`src/include/pat_map.svh`:
```
`ifndef PAT_MAP_SVH
`define PAT_MAP_SVH
`define PAT_DATA_W 14
`define PAT_LATENCY 8
`define PAT_STAGES 8
`define PAT_CODE_MAX 14'h3fff
`define PAT_CODE_MID 14'h2000
`define PAT_CODE_RST 14'h0000
`define PAT_PIN_RST 3'h3
`define PAT_EDGE_RST 2'h1
`endif

```
`src/include/pat_pkg.sv`:
```
package pat_pkg;
  typedef enum logic [1:0] {
    PAT_DUTY_RESTORE,
    PAT_DUTY_BOTH_EDGES
  } pat_duty_mode_t;
  typedef struct packed {
    logic [13:0] code;
    logic oor;
  } pat_word_t;
endpackage

```
`src/include/pat_stage_if.sv`:
```
`timescale 1ns/1ns
`default_nettype none
interface pat_stage_if;
  logic hold;
  logic [13:0] held_code;
  logic held_oor;
  modport src (output hold, output held_code, output held_oor);
  modport dst (input hold, input held_code, input held_oor);
endinterface
`default_nettype wire

```
`src/verilog/pat_adc_core.sv`:
```
`timescale 1ns/1ns
`default_nettype none
`include "pat_map.svh"
// Operation
// New sample every cycle; result at outputs exactly eight cycles later
// Acquire while clock low, freeze on rising edge, hold while high
// Data word and out-of-range flag registered together in one buffer
// Format select high gives straight binary, low gives two's complement
// Duty restore tied to a rail: internal 50% falling edge generated; code treats only a high pin as restore, a low pin gives both edges
// Duty restore floating or resistor: both external clock edges used
// Result is a 14-bit parallel word, bit 0 least significant
// Eight pipeline stages with redundancy, digitally corrected
// Out-of-range flag set when sample beyond full scale
// Outputs driven only while output enable low, released otherwise
module pat_adc_core
  import pat_pkg::*;
#(
  parameter int DATA_W = `PAT_DATA_W,
  parameter int STAGES = `PAT_STAGES
)(
  input wire logic core_clk,
  input wire logic rstn,
  input wire logic [DATA_W-1:0] sample_code,
  input wire logic sample_oor,
  input wire logic output_format_select,
  input wire logic duty_restore_pin,
  input wire logic output_enable_n,
  output logic [DATA_W-1:0] data_out,
  output logic [DATA_W-1:0] data_oe,
  output logic out_of_range_flag,
  output logic oor_oe,
  output pat_duty_mode_t duty_mode,
  output logic [1:0] edge_count
);
  // ==========
  // Pin synchronisers
  logic [2:0] pin_s1_q, pin_s1_d, pin_s2_q, pin_s2_d;
  always_comb begin
    pin_s1_d = {output_format_select, duty_restore_pin, output_enable_n};
    pin_s2_d = pin_s1_q;
  end
  always_ff @(posedge core_clk or negedge rstn) begin
    if (!rstn) begin
      // Read as restore mode with drivers off until the pins are synchronised
      pin_s1_q <= `PAT_PIN_RST;
      pin_s2_q <= `PAT_PIN_RST;
    end else begin
      pin_s1_q <= pin_s1_d;
      pin_s2_q <= pin_s2_d;
    end
  end
  logic fmt_bin, restore_on, oe_n;
  assign fmt_bin = pin_s2_q[2];
  assign restore_on = pin_s2_q[1];
  assign oe_n = pin_s2_q[0];

  // ==========
  // Sample capture
  pat_stage_if th_if();
  pat_track_hold u_th (
    .core_clk(core_clk),
    .rstn(rstn),
    .sample_code(sample_code),
    .sample_oor(sample_oor),
    .th(th_if.src)
  );

  // ==========
  // Pipeline: held sample plus STAGES-1 stages, then output buffer = 9 registers, 8 cycles after the freeze
  pat_word_t pipe_q [STAGES-1], pipe_d [STAGES-1];
  always_comb begin
    pipe_d[0].code = th_if.held_code;
    // Beyond-full-scale flag travels with its own sample word
    pipe_d[0].oor = th_if.held_oor;
    for (int i = 1; i < STAGES-1; i++) begin
      pipe_d[i] = pipe_q[i-1];
    end
  end
  always_ff @(posedge core_clk or negedge rstn) begin
    if (!rstn) begin
      for (int i = 0; i < STAGES-1; i++) begin
        pipe_q[i] <= '0;
      end
    end else begin
      for (int i = 0; i < STAGES-1; i++) begin
        pipe_q[i] <= pipe_d[i];
      end
    end
  end

  // Two's complement is offset binary with MSB inverted
  function automatic logic [DATA_W-1:0] pat_format(input logic [DATA_W-1:0] c, input logic bin);
    pat_format = bin ? c : {~c[DATA_W-1], c[DATA_W-2:0]};
  endfunction

  // ==========
  // Output buffer: word and flag latched together
  logic [DATA_W-1:0] dout_q, dout_d;
  logic oor_q, oor_d;
  always_comb begin
    dout_d = pat_format(pipe_q[STAGES-2].code, fmt_bin);
    oor_d = pipe_q[STAGES-2].oor;
  end
  always_ff @(posedge core_clk or negedge rstn) begin
    if (!rstn) begin
      dout_q <= `PAT_CODE_RST;
      oor_q <= 1'b0;
    end else begin
      dout_q <= dout_d;
      oor_q <= oor_d;
    end
  end
  assign data_out = dout_q;
  assign out_of_range_flag = oor_q;
  // Drivers enabled while enable pin low
  assign data_oe = {DATA_W{~oe_n}};
  assign oor_oe = ~oe_n;

  // ==========
  // Clock timing mode; one clock domain, so edges are counted per cycle
  logic [1:0] edge_q, edge_d;
  always_comb begin
    // Restore: only rising edge used, fall made internally
    // Both edges: two timing events per cycle
    edge_d = restore_on ? 2'h1 : 2'h2;
  end
  always_ff @(posedge core_clk or negedge rstn) begin
    if (!rstn) begin
      edge_q <= `PAT_EDGE_RST;
    end else begin
      edge_q <= edge_d;
    end
  end
  assign edge_count = edge_q;
  assign duty_mode = restore_on ? PAT_DUTY_RESTORE : PAT_DUTY_BOTH_EDGES;

  // ==========
  // Checks
  logic [3:0] age_q;
  always_ff @(posedge core_clk or negedge rstn) begin
    if (!rstn) begin
      age_q <= 4'h0;
    end else if (age_q != 4'hf) begin
      age_q <= age_q + 4'h1;
    end
  end
  // Outputs are seen one edge after the buffer loads, so the sample lies nine edges back
  property p_latency;
    @(posedge core_clk) disable iff (!rstn)
    (age_q > 4'h9 && fmt_bin && $stable(fmt_bin)) |-> data_out == $past(sample_code, 9);
  endproperty
  a_latency: assert property (p_latency) else $error("latency wrong");
  property p_oor_lat;
    @(posedge core_clk) disable iff (!rstn)
    age_q > 4'h9 |-> out_of_range_flag == $past(sample_oor, 9);
  endproperty
  a_oor_lat: assert property (p_oor_lat) else $error("flag latency wrong");
  property p_hold;
    @(posedge core_clk) disable iff (!rstn)
    age_q > 4'h1 |-> th_if.held_code == $past(sample_code);
  endproperty
  a_hold: assert property (p_hold) else $error("hold value wrong");
  property p_twos;
    @(posedge core_clk) disable iff (!rstn)
    (age_q > 4'h9 && !fmt_bin && $stable(fmt_bin)) |->
      data_out == {~$past(sample_code[DATA_W-1], 9), $past(sample_code[DATA_W-2:0], 9)};
  endproperty
  a_twos: assert property (p_twos) else $error("format wrong");
  // Pin fall reaches the drivers after the two synchroniser stages
  property p_oe;
    @(posedge core_clk) disable iff (!rstn)
    $fell(output_enable_n) |-> ##2 ((data_oe == {DATA_W{1'b1}}) && oor_oe);
  endproperty
  a_oe: assert property (p_oe) else $error("enable wrong");
  property p_restore;
    @(posedge core_clk) disable iff (!rstn)
    restore_on |-> (duty_mode == PAT_DUTY_RESTORE) ##1 (edge_count == 2'h1);
  endproperty
  a_restore: assert property (p_restore) else $error("restore mode wrong");
  property p_both;
    @(posedge core_clk) disable iff (!rstn)
    !restore_on |=> edge_count == 2'h2;
  endproperty
  a_both: assert property (p_both) else $error("edge mode wrong");
  property p_oor_set;
    @(posedge core_clk) disable iff (!rstn)
    (age_q > 4'h9 && $past(sample_oor, 9)) |-> out_of_range_flag;
  endproperty
  a_oor_set: assert property (p_oor_set) else $error("flag missing");
  c_oor: cover property (@(posedge core_clk) disable iff (!rstn) out_of_range_flag);
  c_twos: cover property (@(posedge core_clk) disable iff (!rstn) !fmt_bin && age_q > 4'h9);
  c_hiz: cover property (@(posedge core_clk) disable iff (!rstn) oe_n ##1 !oe_n);
endmodule
`default_nettype wire

```
`src/verilog/pat_track_hold.sv`:
```
`timescale 1ns/1ns
`default_nettype none
`include "pat_map.svh"
// ==========
// Track and hold: acquire while clock low, freeze on rising edge
module pat_track_hold
  import pat_pkg::*;
(
  input wire logic core_clk,
  input wire logic rstn,
  input wire logic [`PAT_DATA_W-1:0] sample_code,
  input wire logic sample_oor,
  pat_stage_if.src th
);
  logic [`PAT_DATA_W-1:0] code_q, code_d;
  logic oor_q, oor_d;
  always_comb begin
    code_d = sample_code;
    oor_d = sample_oor;
  end
  // Freeze on every rising edge; value held through high phase
  always_ff @(posedge core_clk or negedge rstn) begin
    if (!rstn) begin
      code_q <= `PAT_CODE_RST;
      oor_q <= 1'b0;
    end else begin
      code_q <= code_d;
      oor_q <= oor_d;
    end
  end
  assign th.hold = core_clk;
  assign th.held_code = code_q;
  assign th.held_oor = oor_q;
endmodule
`default_nettype wire

```
`config.mk`:
```
export PLATFORM = sky130hd
export DESIGN_NAME = pat_adc_core
export DESIGN_NICKNAME = d
export VERILOG_FILES = /design/src/include/pat_pkg.sv /design/src/include/pat_stage_if.sv /design/src/verilog/pat_adc_core.sv /design/src/verilog/pat_track_hold.sv
export VERILOG_INCLUDE_DIRS = /design/src /design/src/include
export SDC_FILE = /design/constraint.sdc
export NUM_CORES = 1
export LEC_CHECK = 0
export BUFFER_PORTS_ARGS = -buffer_cell sky130_fd_sc_hd__buf_4
export CORE_ASPECT_RATIO = 0.9
export CORE_MARGIN = 2
export CORE_UTILIZATION = 54
export DETAILED_ROUTE_END_ITERATION = 7
export PLACE_DENSITY = 0.76
export SETUP_SLACK_MARGIN = 0.02
export SYNTH_ARGS = -nofsm -noshare
export SYNTH_HDL_FRONTEND = slang
export SYNTH_SLANG_ARGS = --single-unit
```
`constraint.sdc`:
```
create_clock -name core_clk -period 1.1 [get_ports core_clk]
set_input_delay 0.055 -clock core_clk [delete_from_list [all_inputs] [get_ports core_clk]]
set_output_delay 0.055 -clock core_clk [all_outputs]
set_load 0.005 [all_outputs]
```
Yosys cells after proc, flatten, opt, wreduce, memory -nomap -nowiden
Index checks and enable logic that the tools add are counted.
Operators by class
  order comparisons: 0
  div/mod/pow operators: 0
  equal/unequal tests: 0
  multiply operators: 0
  $add $sub $neg: 0
  reduce and logical (&&, ||, !) cells: 0
  multiplexer cells: 3
  shift operators: 0
  bitwise gates (word level): 2
Operator list (number)
  $mux W14: 1
  $mux W2: 1
  $not A1 Y1: 2
  $mux W1: 1
Storage, ports and cells
  bits in writable memories: 0
  register bits after elaboration: 143
  latch bits: 0
  memories: 0
  bits in read-only memories: 0
  output and inout port bits: 34
  word-level logic and storage cells: 26

Depth between registers and ports, before layout
Gate-level depths: netlist (run 1).
  depth after elaboration: 2
  gate-level depth with buffers: 2
  gate-level depth less buffers: 1

By module
A second synthesis (run 1) with hierarchy kept.
Second synthesis, totals
  cell total of the unflattened synthesis: 164
  area total of the unflattened synthesis: 3732.3 um^2
Modules (own cells, without submodules)
  pat_adc_core: sequential area each 3209.3 um^2, area an instance 3349.5 um^2, cells each 148, instances 1
  pat_track_hold: sequential area each 375.4 um^2, area an instance 382.9 um^2, cells each 16, instances 1

Least setup slack after synthesis (run 1)
OpenSTA, ideal clock, no wires.
  kind: reg2out
  start: reg pin_s2_q[0]
  end: out data_oe[0]
  buffers on the path: 1
  data arrival time: 0.819 ns
  slack: 0.226 ns
  cell stages (with the launch flop): 3
  required time: 1.045 ns
  cell sequence: dfstp_2 inv_1 buf_4
On the way
  cells in the longest elaborated chain, start to end: 1
Ends and longest elaborated chain
  start, declared: RTL line pat_adc_core.sv:37  | logic [2:0] pin_s1_q, pin_s1_d, pin_s2_q, pin_s2_d;
  start signal, assigned: RTL line pat_adc_core.sv:46  | pin_s2_q <= `PAT_PIN_RST;
  start signal, assigned: RTL line pat_adc_core.sv:49  | pin_s2_q <= pin_s2_d;
  $not A1 Y1
  end, declared: RTL line pat_adc_core.sv:29  | output logic [DATA_W-1:0] data_oe,
Every way passes these cells.

Worst setup path after layout (run 1)
  start: reg pin_s2_q[0]
  end: out data_oe[12]
On the way
  cells in the longest elaborated chain, start to end: 1
Ends and longest elaborated chain
  $not A1 Y1: RTL line pat_adc_core.sv:116  | assign data_oe = {DATA_W{~oe_n}};
Every way passes these cells.

==> results.toml, run 1 <==
[global_routing]
grt_overflow_total = 0
globalRouteMet3Util_pct = 7.05
grt_use_total_pct = 15.8
grt_pass1_vias = 1632
grt-busiest-layer = "met2"
gr-usage-met1_pct = 17.1
grt_max_degree = 44
grt_antenna_before_repair = 0
gr-usage-met2_pct = 26.3
grt_pass1_wl_um = 8180

[routing]
post_drt_wl_per_cell_um = 14.5
vias = 1469
drt_iter0_drc = 39
viasPerCell = 4.20
antenna_left = 0
drc_errors = 0
drtPass1Iterations = 4
routed_wl_um = 5060

[placement]
post-place-ws_ns = 0.178
gp_congestion = 0.602
port_buffers = 52
post-dp-hpwl_um = 2340
placed_area_um2 = 4190

[yosys]
synth_xor_area_share_pct = 0.235
netlist_instances = 163
synth-seq-cells = 143
syn-cell-area_um2 = 3720
synth_top_family_by_area = "buffers and inverters"
synthSimpleGateAreaFrac_pct = 0
synth-adder-area-share_pct = 0
ys_warn_count = 0
muxShareOfSynthArea_pct = 0
syn_area_per_cell_um2 = 22.9
ys_seq_area_share_pct = 96.2
synth_compound_area_share_pct = 0
syn_nets = 183
synth.distinct_cells = 6

[hold_path]
hold_class = "input port to asynchronous set/reset pin"

[cts]
cts_root_buf = "clkbuf_8"
clkTransAtPathRegs_ns = 0.06
cts_buffers = 17
clock_path_buffers = 2
cts_tree = "done"
cts_max_level = 4
clk_latency_ns = 0.50
cts_num_sinks = 143

[critical_path]
critPathMaxFanout = 15
critPathArrivalTime_ns = 1.42
crit_path_start_kind = "flop"
path_class = "flop to output port"
cp.required_ns = 1.04
crit_path_end_kind = "output port"

[floorplanning]
dieArea_um2 = 7580
die_w_um = 91.5
initial_core_util_pct = 56.3
rows = 28
core_area_um2 = 6620
ioPinCount = 54
die_y_um = 82.8

[finish]
utilization_pct = 76.2
num_antenna_cells = 0
final_area_um2 = 5040
area_growth_syn_to_layout_pct = 35.4
drive_above_1_share_pct = 37.3
final_net_count = 267
fill_cells = 335

[timing]
finalSetupTns_ns = -5.68
rsz0062_at_grt = "yes"
report.final.slew_viol_count = 0
fin_crit_sh_pct = 134
final-hold-violation-count = 0
skew_ns = 0.00647
fmax_ghz = 0.679
setup_slack_ns = -0.372
final.min_clock_period_ns = 1.47
setup_viol = 17

[pwr]
ir_drop_v = 0.00165
power.density_nw_per_um2 = 2240
p_leak_nw = 2.36

[outcome]
status = "finished, violations left"
violations = "setup timing"

[run]
drv_cap = 0
-- final timing paths --
kind	end	slack, ns	start	depth (start not counted)
hold / removal	data_out[0]	0.04	rstn	2
setup / recovery	data_oe[12]	-0.37	pin_s2_q[0]	2
hold reg to reg	pipe_d[8]	0.34	pipe_d[23]	0
min in group core_clk	u_th.th.held_code[9]	0.19	sample_code[9]	2
max in group asynchronous	u_th.th.held_code[4]	0.52	rstn	3
setup reg to reg	edge_count[1]	0.09	pin_s2_q[1]	4
-- cell type report --
class	count	area, um^2	area share, %
sequential	143	3580	71.1
clock buffer	22	453	8.98
tap	90	113	2.23
timing repair buffer	81	759	15.1
inverter	2	7.51	0.149
multi-input combinational	2	12.5	0.248
clock inverter	10	113	2.23
-- repair_timing --
item | CTS | global route
setup buffers | 5 | 2
pin swaps | 0 | 0
endpoints found under the hold margin | 161 | 0
gates resized for setup | 13 | 12
setup endpoints to repair | 22 | 34
hold buffers | 19 | 0
-- kinds of logic (layout without fill, tap and decap cells) --
logic type   after synthesis  after routing
buf+inv                   18            115
flops                    143            143
other cells                1              1
xor+xnor                   1              1
-- critical path: stages, from the launching register on --
cell and delay, ns:
dfstp_2 0.52, inv_1 0.18, buf_4 0.22
-- Yosys cell counts --
cell type    n  area, um^2
dfstp_2      5         131
buf_4       16         120
conb_1       1        3.75
inv_1        2        7.51
xnor2_1      1        8.76
dfrtp_1    138        3450
-- sequential cells by signal, summed over array words and instances, names as in the netlist --
signal / count
u_th.th.held_code: 14
data_out: 14
pipe_q: 14
pipe_d: 90
edge_count: 2
pin_s2_q: 3
u_th.th.held_oor: 1
pin_s1_q: 3
out_of_range_flag: 1
oor_d: 1
-- placed cells by master (no fill, tap or decap), types with 3 or more instances in the layout --
cell type,Yosys,final
dfrtp_1,138,138
clkbuf_1,0,3
dfstp_2,5,5
dlygate4sd3_1,0,19
buf_4,16,39
clkinv_2,0,4
clkbuf_16,0,16
buf_6,0,21
clkbuf_8,0,3
-- through the flow --
| step | cells | power (mW) | hold slack, ns |
|---|---|---|---|
| 2_1_floorplan | 163 | 5.74 | -0.241 |
| 3_3_place_gp | 296 | 5.97 | -0.00708 |
| 3_5_place_dp | 296 | 6.01 | -0.00141 |
| 4_1_cts | 352 | 11.5 | 0.0339 |
| 5_1_grt | 350 | 11.8 | 0.0490 |
| 6_report | 350 | 11.3 | 0.0423 |
-- routing by layer --
metal	vias to the layer above	wire [um]
met1	761	1920
met2	47	2870
li1	655	-
met4	0	76
met3	6	196
met5	-	0
-- where the power goes --
group          internal [mW]  switching [mW]
combinational          0.220           0.166
clock                   3.33            1.97
sequential              5.54          0.0858
No activity file was read; power rests on OpenSTA's default activity.
==> run 2, diff against run 1 <==
- ABC_AREA: unset -> 1
==> results.toml, run 2 <==
[cts]
clkTransAtPathRegs_ns = 0.06
clock_path_buffers = 2
cts_max_level = 4
clk_latency_ns = 0.51
cts_tree = "done"
cts_root_buf = "clkbuf_8"
cts_num_sinks = 143
cts_buffers = 17
cts_hold_buf = 20

[finish]
final_common_cell = "dfrtp_1"
largest_register_ffs = 90
fill_cells = 323
area_growth_syn_to_layout_pct = 36.9
final_area_um2 = 5110
regArea_um2 = 3580
final_net_count = 268
drive_above_1_share_pct = 36.8
final_cell_mix = "dfrtp_1, buf_4, dlygate4sd3_1, buf_6, clkbuf_16"
multi_input_area_um2 = 15.0
num_antenna_cells = 0

[critical_path]
path_class = "flop to output port"
crit_path_start_kind = "flop"
worstPathCellList = "inv_1, buf_4"
cp_top_family = "flip-flops"
critPathMaxStageDelay_ns = 0.51
critPathMaxFanout = 15
path_buf_inv = 2
cp.required_ns = 1.04
crit_path_end_kind = "output port"
critPathArrivalTime_ns = 1.38
crit_slowest_cell = "dfstp_2"

[global_routing]
globalRouteMet3Util_pct = 6.81
grt_use_total_pct = 16.7
grt-busiest-layer = "met2"
gr-usage-met2_pct = 26.6
grt_antenna_before_repair = 0
grt_pass1_vias = 1760
gr-usage-met1_pct = 19.3
grt_overflow_total = 0
grt_pass1_wl_um = 8850
grt_max_degree = 52

[routing]
routed_wl_um = 5300
viasPerCell = 4.28
post_drt_wl_per_cell_um = 15.1
antenna_left = 0
drtPass1Iterations = 2
drc_errors = 0
vias = 1502
drt_iter0_drc = 117

[floorplanning]
die_y_um = 82.9
dieArea_um2 = 7600
core_area_um2 = 6620
ioPinCount = 54
rows = 28
die_w_um = 91.7
initial_core_util_pct = 56.4

[yosys]
ys_top_cells_by_count = "dfrtp_1, buf_4, dfstp_2, inv_1, nand2_1"
synthArstFlopShare_pct = 100
synth_edf_count = 0
netlist_instances = 167
syn_area_per_cell_um2 = 22.4
yosysTopAreaCell = "dfrtp_1"
synth.distinct_cells = 6
syn-cell-area_um2 = 3730
synth-seq-cells = 143
synth.most_common_cell = "dfrtp_1"
ys_warn_count = 0
syn_nets = 187
yosys.area.top_type_share_pct = 92.5
ys_seq_area_share_pct = 96.0
synth.top_cells.by_area = "dfrtp_1, dfstp_2, buf_4, inv_1, nand2_1"
synthFlopType = "dfrtp_1"

[pwr]
ir_drop_v = 0.00162
total_power_mw = 12.0
power.density_nw_per_um2 = 2360
p_leak_nw = 2.39

[timing]
final-hold-violation-count = 15
report.final.slew_viol_count = 0
fmax_ghz = 0.695
whs_ns = -0.0235
fin_crit_sh_pct = 131
setup_viol = 17
finalSetupTns_ns = -5.21
setup_slack_ns = -0.339
rsz0062_at_grt = "yes"
skew_ns = 0.0104
final.min_clock_period_ns = 1.44

[outcome]
violations = "hold timing, setup timing"
status = "finished, violations left"

[placement]
gp_congestion = 0.620
post-dp-hpwl_um = 2350
placed_area_um2 = 4190
post-place-ws_ns = 0.181
port_buffers = 52

[hold_path]
hold_class = "input port to asynchronous set/reset pin"

[run]
drv_cap = 0
run 2: cell types whose count changed after synthesis:
cell	change
xnor2_1	-1
nand2_1	+3
inv_1	+2
run 2: final cells by class:
type | count | share of cell area, %
sequential | 143 | 70.1
timing repair buffer | 78 | 14.5
clock buffer | 19 | 8.44
clock inverter | 13 | 4.14
tap | 90 | 2.20
multi-input combinational | 4 | 0.294
inverter | 4 | 0.294
run 2: power breakdown:
part	leakage, nW	switching, mW	internal, mW	total (mW)
clock	0.301	2.06	3.98	6.04
combinational	0.433	0.164	0.213	0.377
sequential	1.66	0.0936	5.54	5.63
total	2.39	2.32	9.73	12.0
run 2: logic make-up (layout without fill, tap and decap cells):
family | Yosys count | in the layout | synth area share (%)
buffers and inverters | 20 | 114 | 3.62
flip-flops | 143 | 143 | 96.0
other | 1 | 1 | 0.100
AND/OR/NAND/NOR | 3 | 3 | 0.301
run 2: per-layer routing:
metal  vias to the layer above  share of wire (%)  wire [um]
li1                        657                  -          -
met2                        45                 56       2950
met3                         2                4.0        210
met4                         0               0.53         28
met1                       798                 40       2110
met5                         -                  0          0
run 2: worst reg2reg max path: cells and delay by family, from the launching register on:
kind	cells	cell delay, ns
flops	1	0.54
buf+inv	3	0.28
run 2: final timing paths:
check	from	endpoint	slack, ns	cells after the start
max in group asynchronous	rstn	pin_s2_q[1]	0.57	3
min in group core_clk	sample_code[1]	u_th.th.held_code[1]	0.20	2
hold / removal	rstn	data_out[4]	-0.02	2
setup reg to reg	pin_s2_q[1]	edge_count[1]	0.18	3
hold reg to reg	pipe_d[87]	pipe_d[72]	0.34	0
setup / recovery	pin_s2_q[0]	data_oe[10]	-0.34	2
run 2: what timing repair did:
| action | 4_1_cts | 5_1_grt |
|---|---|---|
| endpoints found under the setup margin | 30 | 48 |
| pin swaps | 0 | 0 |
| setup buffers | 2 | 1 |
| gates resized for setup | 16 | 3 |
| hold endpoints to repair | 161 | 15 |
| cloned | 0 | 0 |
run 2: metrics by stage:
step / hold slack, ns / util [%] / cells
finish: -0.0235 / 77.2 / 351
global placement: -0.0967 / 63.3 / 297
detailed placement: -0.0936 / 63.3 / 297
floorplan: -0.241 / - / 167
CTS: 0.0640 / 77.1 / 351
global route: -0.0161 / 77.2 / 351
==> run 3, diff against run 2 <==
==> constraint.sdc (replaced) <==
create_clock -name core_clk -period 1.1 [get_ports core_clk]
set_input_delay 0.055 -clock core_clk [delete_from_list [all_inputs] [get_ports core_clk]]
set_output_delay 0.055 -clock core_clk [all_outputs]
set_load 0.02 [all_outputs]
==> results.toml, run 3 (synthesis gave the netlist of run 2 again) <==
[outcome]
status = "finished, violations left"
violations = "hold timing, setup timing"

[global_routing]
grt-busiest-layer = "met2"
gr-usage-met1_pct = 19.4
grt_use_total_pct = 17.2
grt_overflow_total = 0
grt_pass1_vias = 1716
gr-usage-met2_pct = 28.7
grt_antenna_before_repair = 0
grt_pass1_wl_um = 9120
globalRouteMet3Util_pct = 6.26
grt_max_degree = 52

[finish]
final_cell_mix = "dfrtp_1, buf_4, dlygate4sd3_1, buf_6, clkbuf_16"
stdcell_count = 350
final_net_count = 267
largest_register_ffs = 90
area_growth_syn_to_layout_pct = 35.5
final_common_cell = "dfrtp_1"
drive_above_1_share_pct = 36.2
fill_cells = 328
num_antenna_cells = 0
final_area_um2 = 5060

[placement]
placed_area_um2 = 4190
post-dp-hpwl_um = 2280
place_inst = 297
gp_congestion = 0.620
port_buffers = 52

[critical_path]
critPathLaunch = "pin_s2_q[0]"
rr_startpoint = "pin_s2_q[1]"
r2r_cells = 3
worstReg2RegEnd = "edge_count[1]"
critPathMaxFanout = 15
path_class = "flop to output port"
r2r_slack_ns = 0.18
crit_path_start_kind = "flop"
critPathArrivalTime_ns = 1.41
cp.required_ns = 1.04
crit_path_end_kind = "output port"

[routing]
viasPerCell = 4.23
vias = 1482
drc_errors = 0
routed_wl_um = 5390
antenna_left = 0
drtPass1Iterations = 4
drt_iter0_drc = 58
post_drt_wl_per_cell_um = 15.4

[cts]
cts_hold_buf = 20
clk_latency_ns = 0.50
cts_buffers = 17
clock_path_buffers = 2
cts_tree = "done"
cts_num_sinks = 143
cts_root_buf = "clkbuf_8"
cts_max_level = 4
clkTransAtPathRegs_ns = 0.06

[floorplanning]
die_w_um = 91.7
ioPinCount = 54
core_area_um2 = 6620
initial_core_util_pct = 56.4
die_y_um = 82.9
dieArea_um2 = 7600
rows = 28

[pwr]
p_leak_nw = 2.38
ir_drop_v = 0.00151
power.density_nw_per_um2 = 2310

[timing]
final.min_clock_period_ns = 1.46
final-hold-violation-count = 15
rsz0062_at_grt = "yes"
fin_crit_sh_pct = 133
setup_slack_ns = -0.364
whs_ns = -0.0204
skew_ns = 0.00808
setup_viol = 17
report.final.slew_viol_count = 0
fmax_ghz = 0.683

[run]
drv_cap = 0

[hold_path]
hold_class = "input port to asynchronous set/reset pin"
-- run 3: where the power goes --
part	switching (mW)	internal (mW)	total (mW)
sequential	0.0954	5.54	5.63
combinational	0.240	0.216	0.456
clock	1.98	3.62	5.61
total	2.32	9.38	11.7
-- run 3: per-stage QoR --
step / worst slack (ns) / setup TNS [ns] / hold WS [ns] / util [%] / power, mW
after CTS: -0.393 / -7.60 / 0.0740 / 76.5 / 11.8
after detailed placement: 0.165 / 0 / -0.0911 / 63.3 / 6.08
after floorplan: 0.123 / 0 / -0.241 / - / 5.82
after global routing: -0.458 / -7.27 / -0.0137 / 76.4 / 12.2
after global placement: 0.203 / 0 / -0.0967 / 63.3 / 6.04
final: -0.364 / -5.64 / -0.0204 / 76.4 / 11.7
-- run 3: metal layers --
| metal | routed length (um) | share of wire, % |
|---|---|---|
| met1 | 2030 | 38 |
| met2 | 3070 | 57 |
| met3 | 193 | 3.6 |
| met4 | 91 | 1.7 |
| met5 | 0 | 0 |
-- run 3: worst max-delay path: stages, from the launching register on --
cell and delay [ns]:
dfstp_2 0.52, inv_1 0.17, buf_4 0.23
-- run 3: worst max path at each step --
stage	endpoint	cells after the start
after detailed placement	data_oe[12]	2
after global placement	data_oe[0]	2
after floorplan	data_oe[0]	2
after global routing	data_oe[5]	2
after CTS	oor_oe	2
final	data_oe[12]	2
-- run 3: cell type report --
class                           count  area (um^2)  share of cell area [%]
Clock buffer                       22          463                    9.15
Clock inverter                     10          135                    2.67
Inverter                            4         15.0                   0.297
Multi-Input combinational cell      4         15.0                   0.297
Sequential cell                   143         3580                    70.8
Tap cell                           90          113                    2.23
Timing Repair Buffer               77          734                    14.5
-- run 3: timing repair --
action | in CTS | in global routing
resized for setup | 19 | 0
setup endpoints to repair | 33 | 48
endpoints found under the hold margin | 161 | 15
setup buffers | 1 | 1
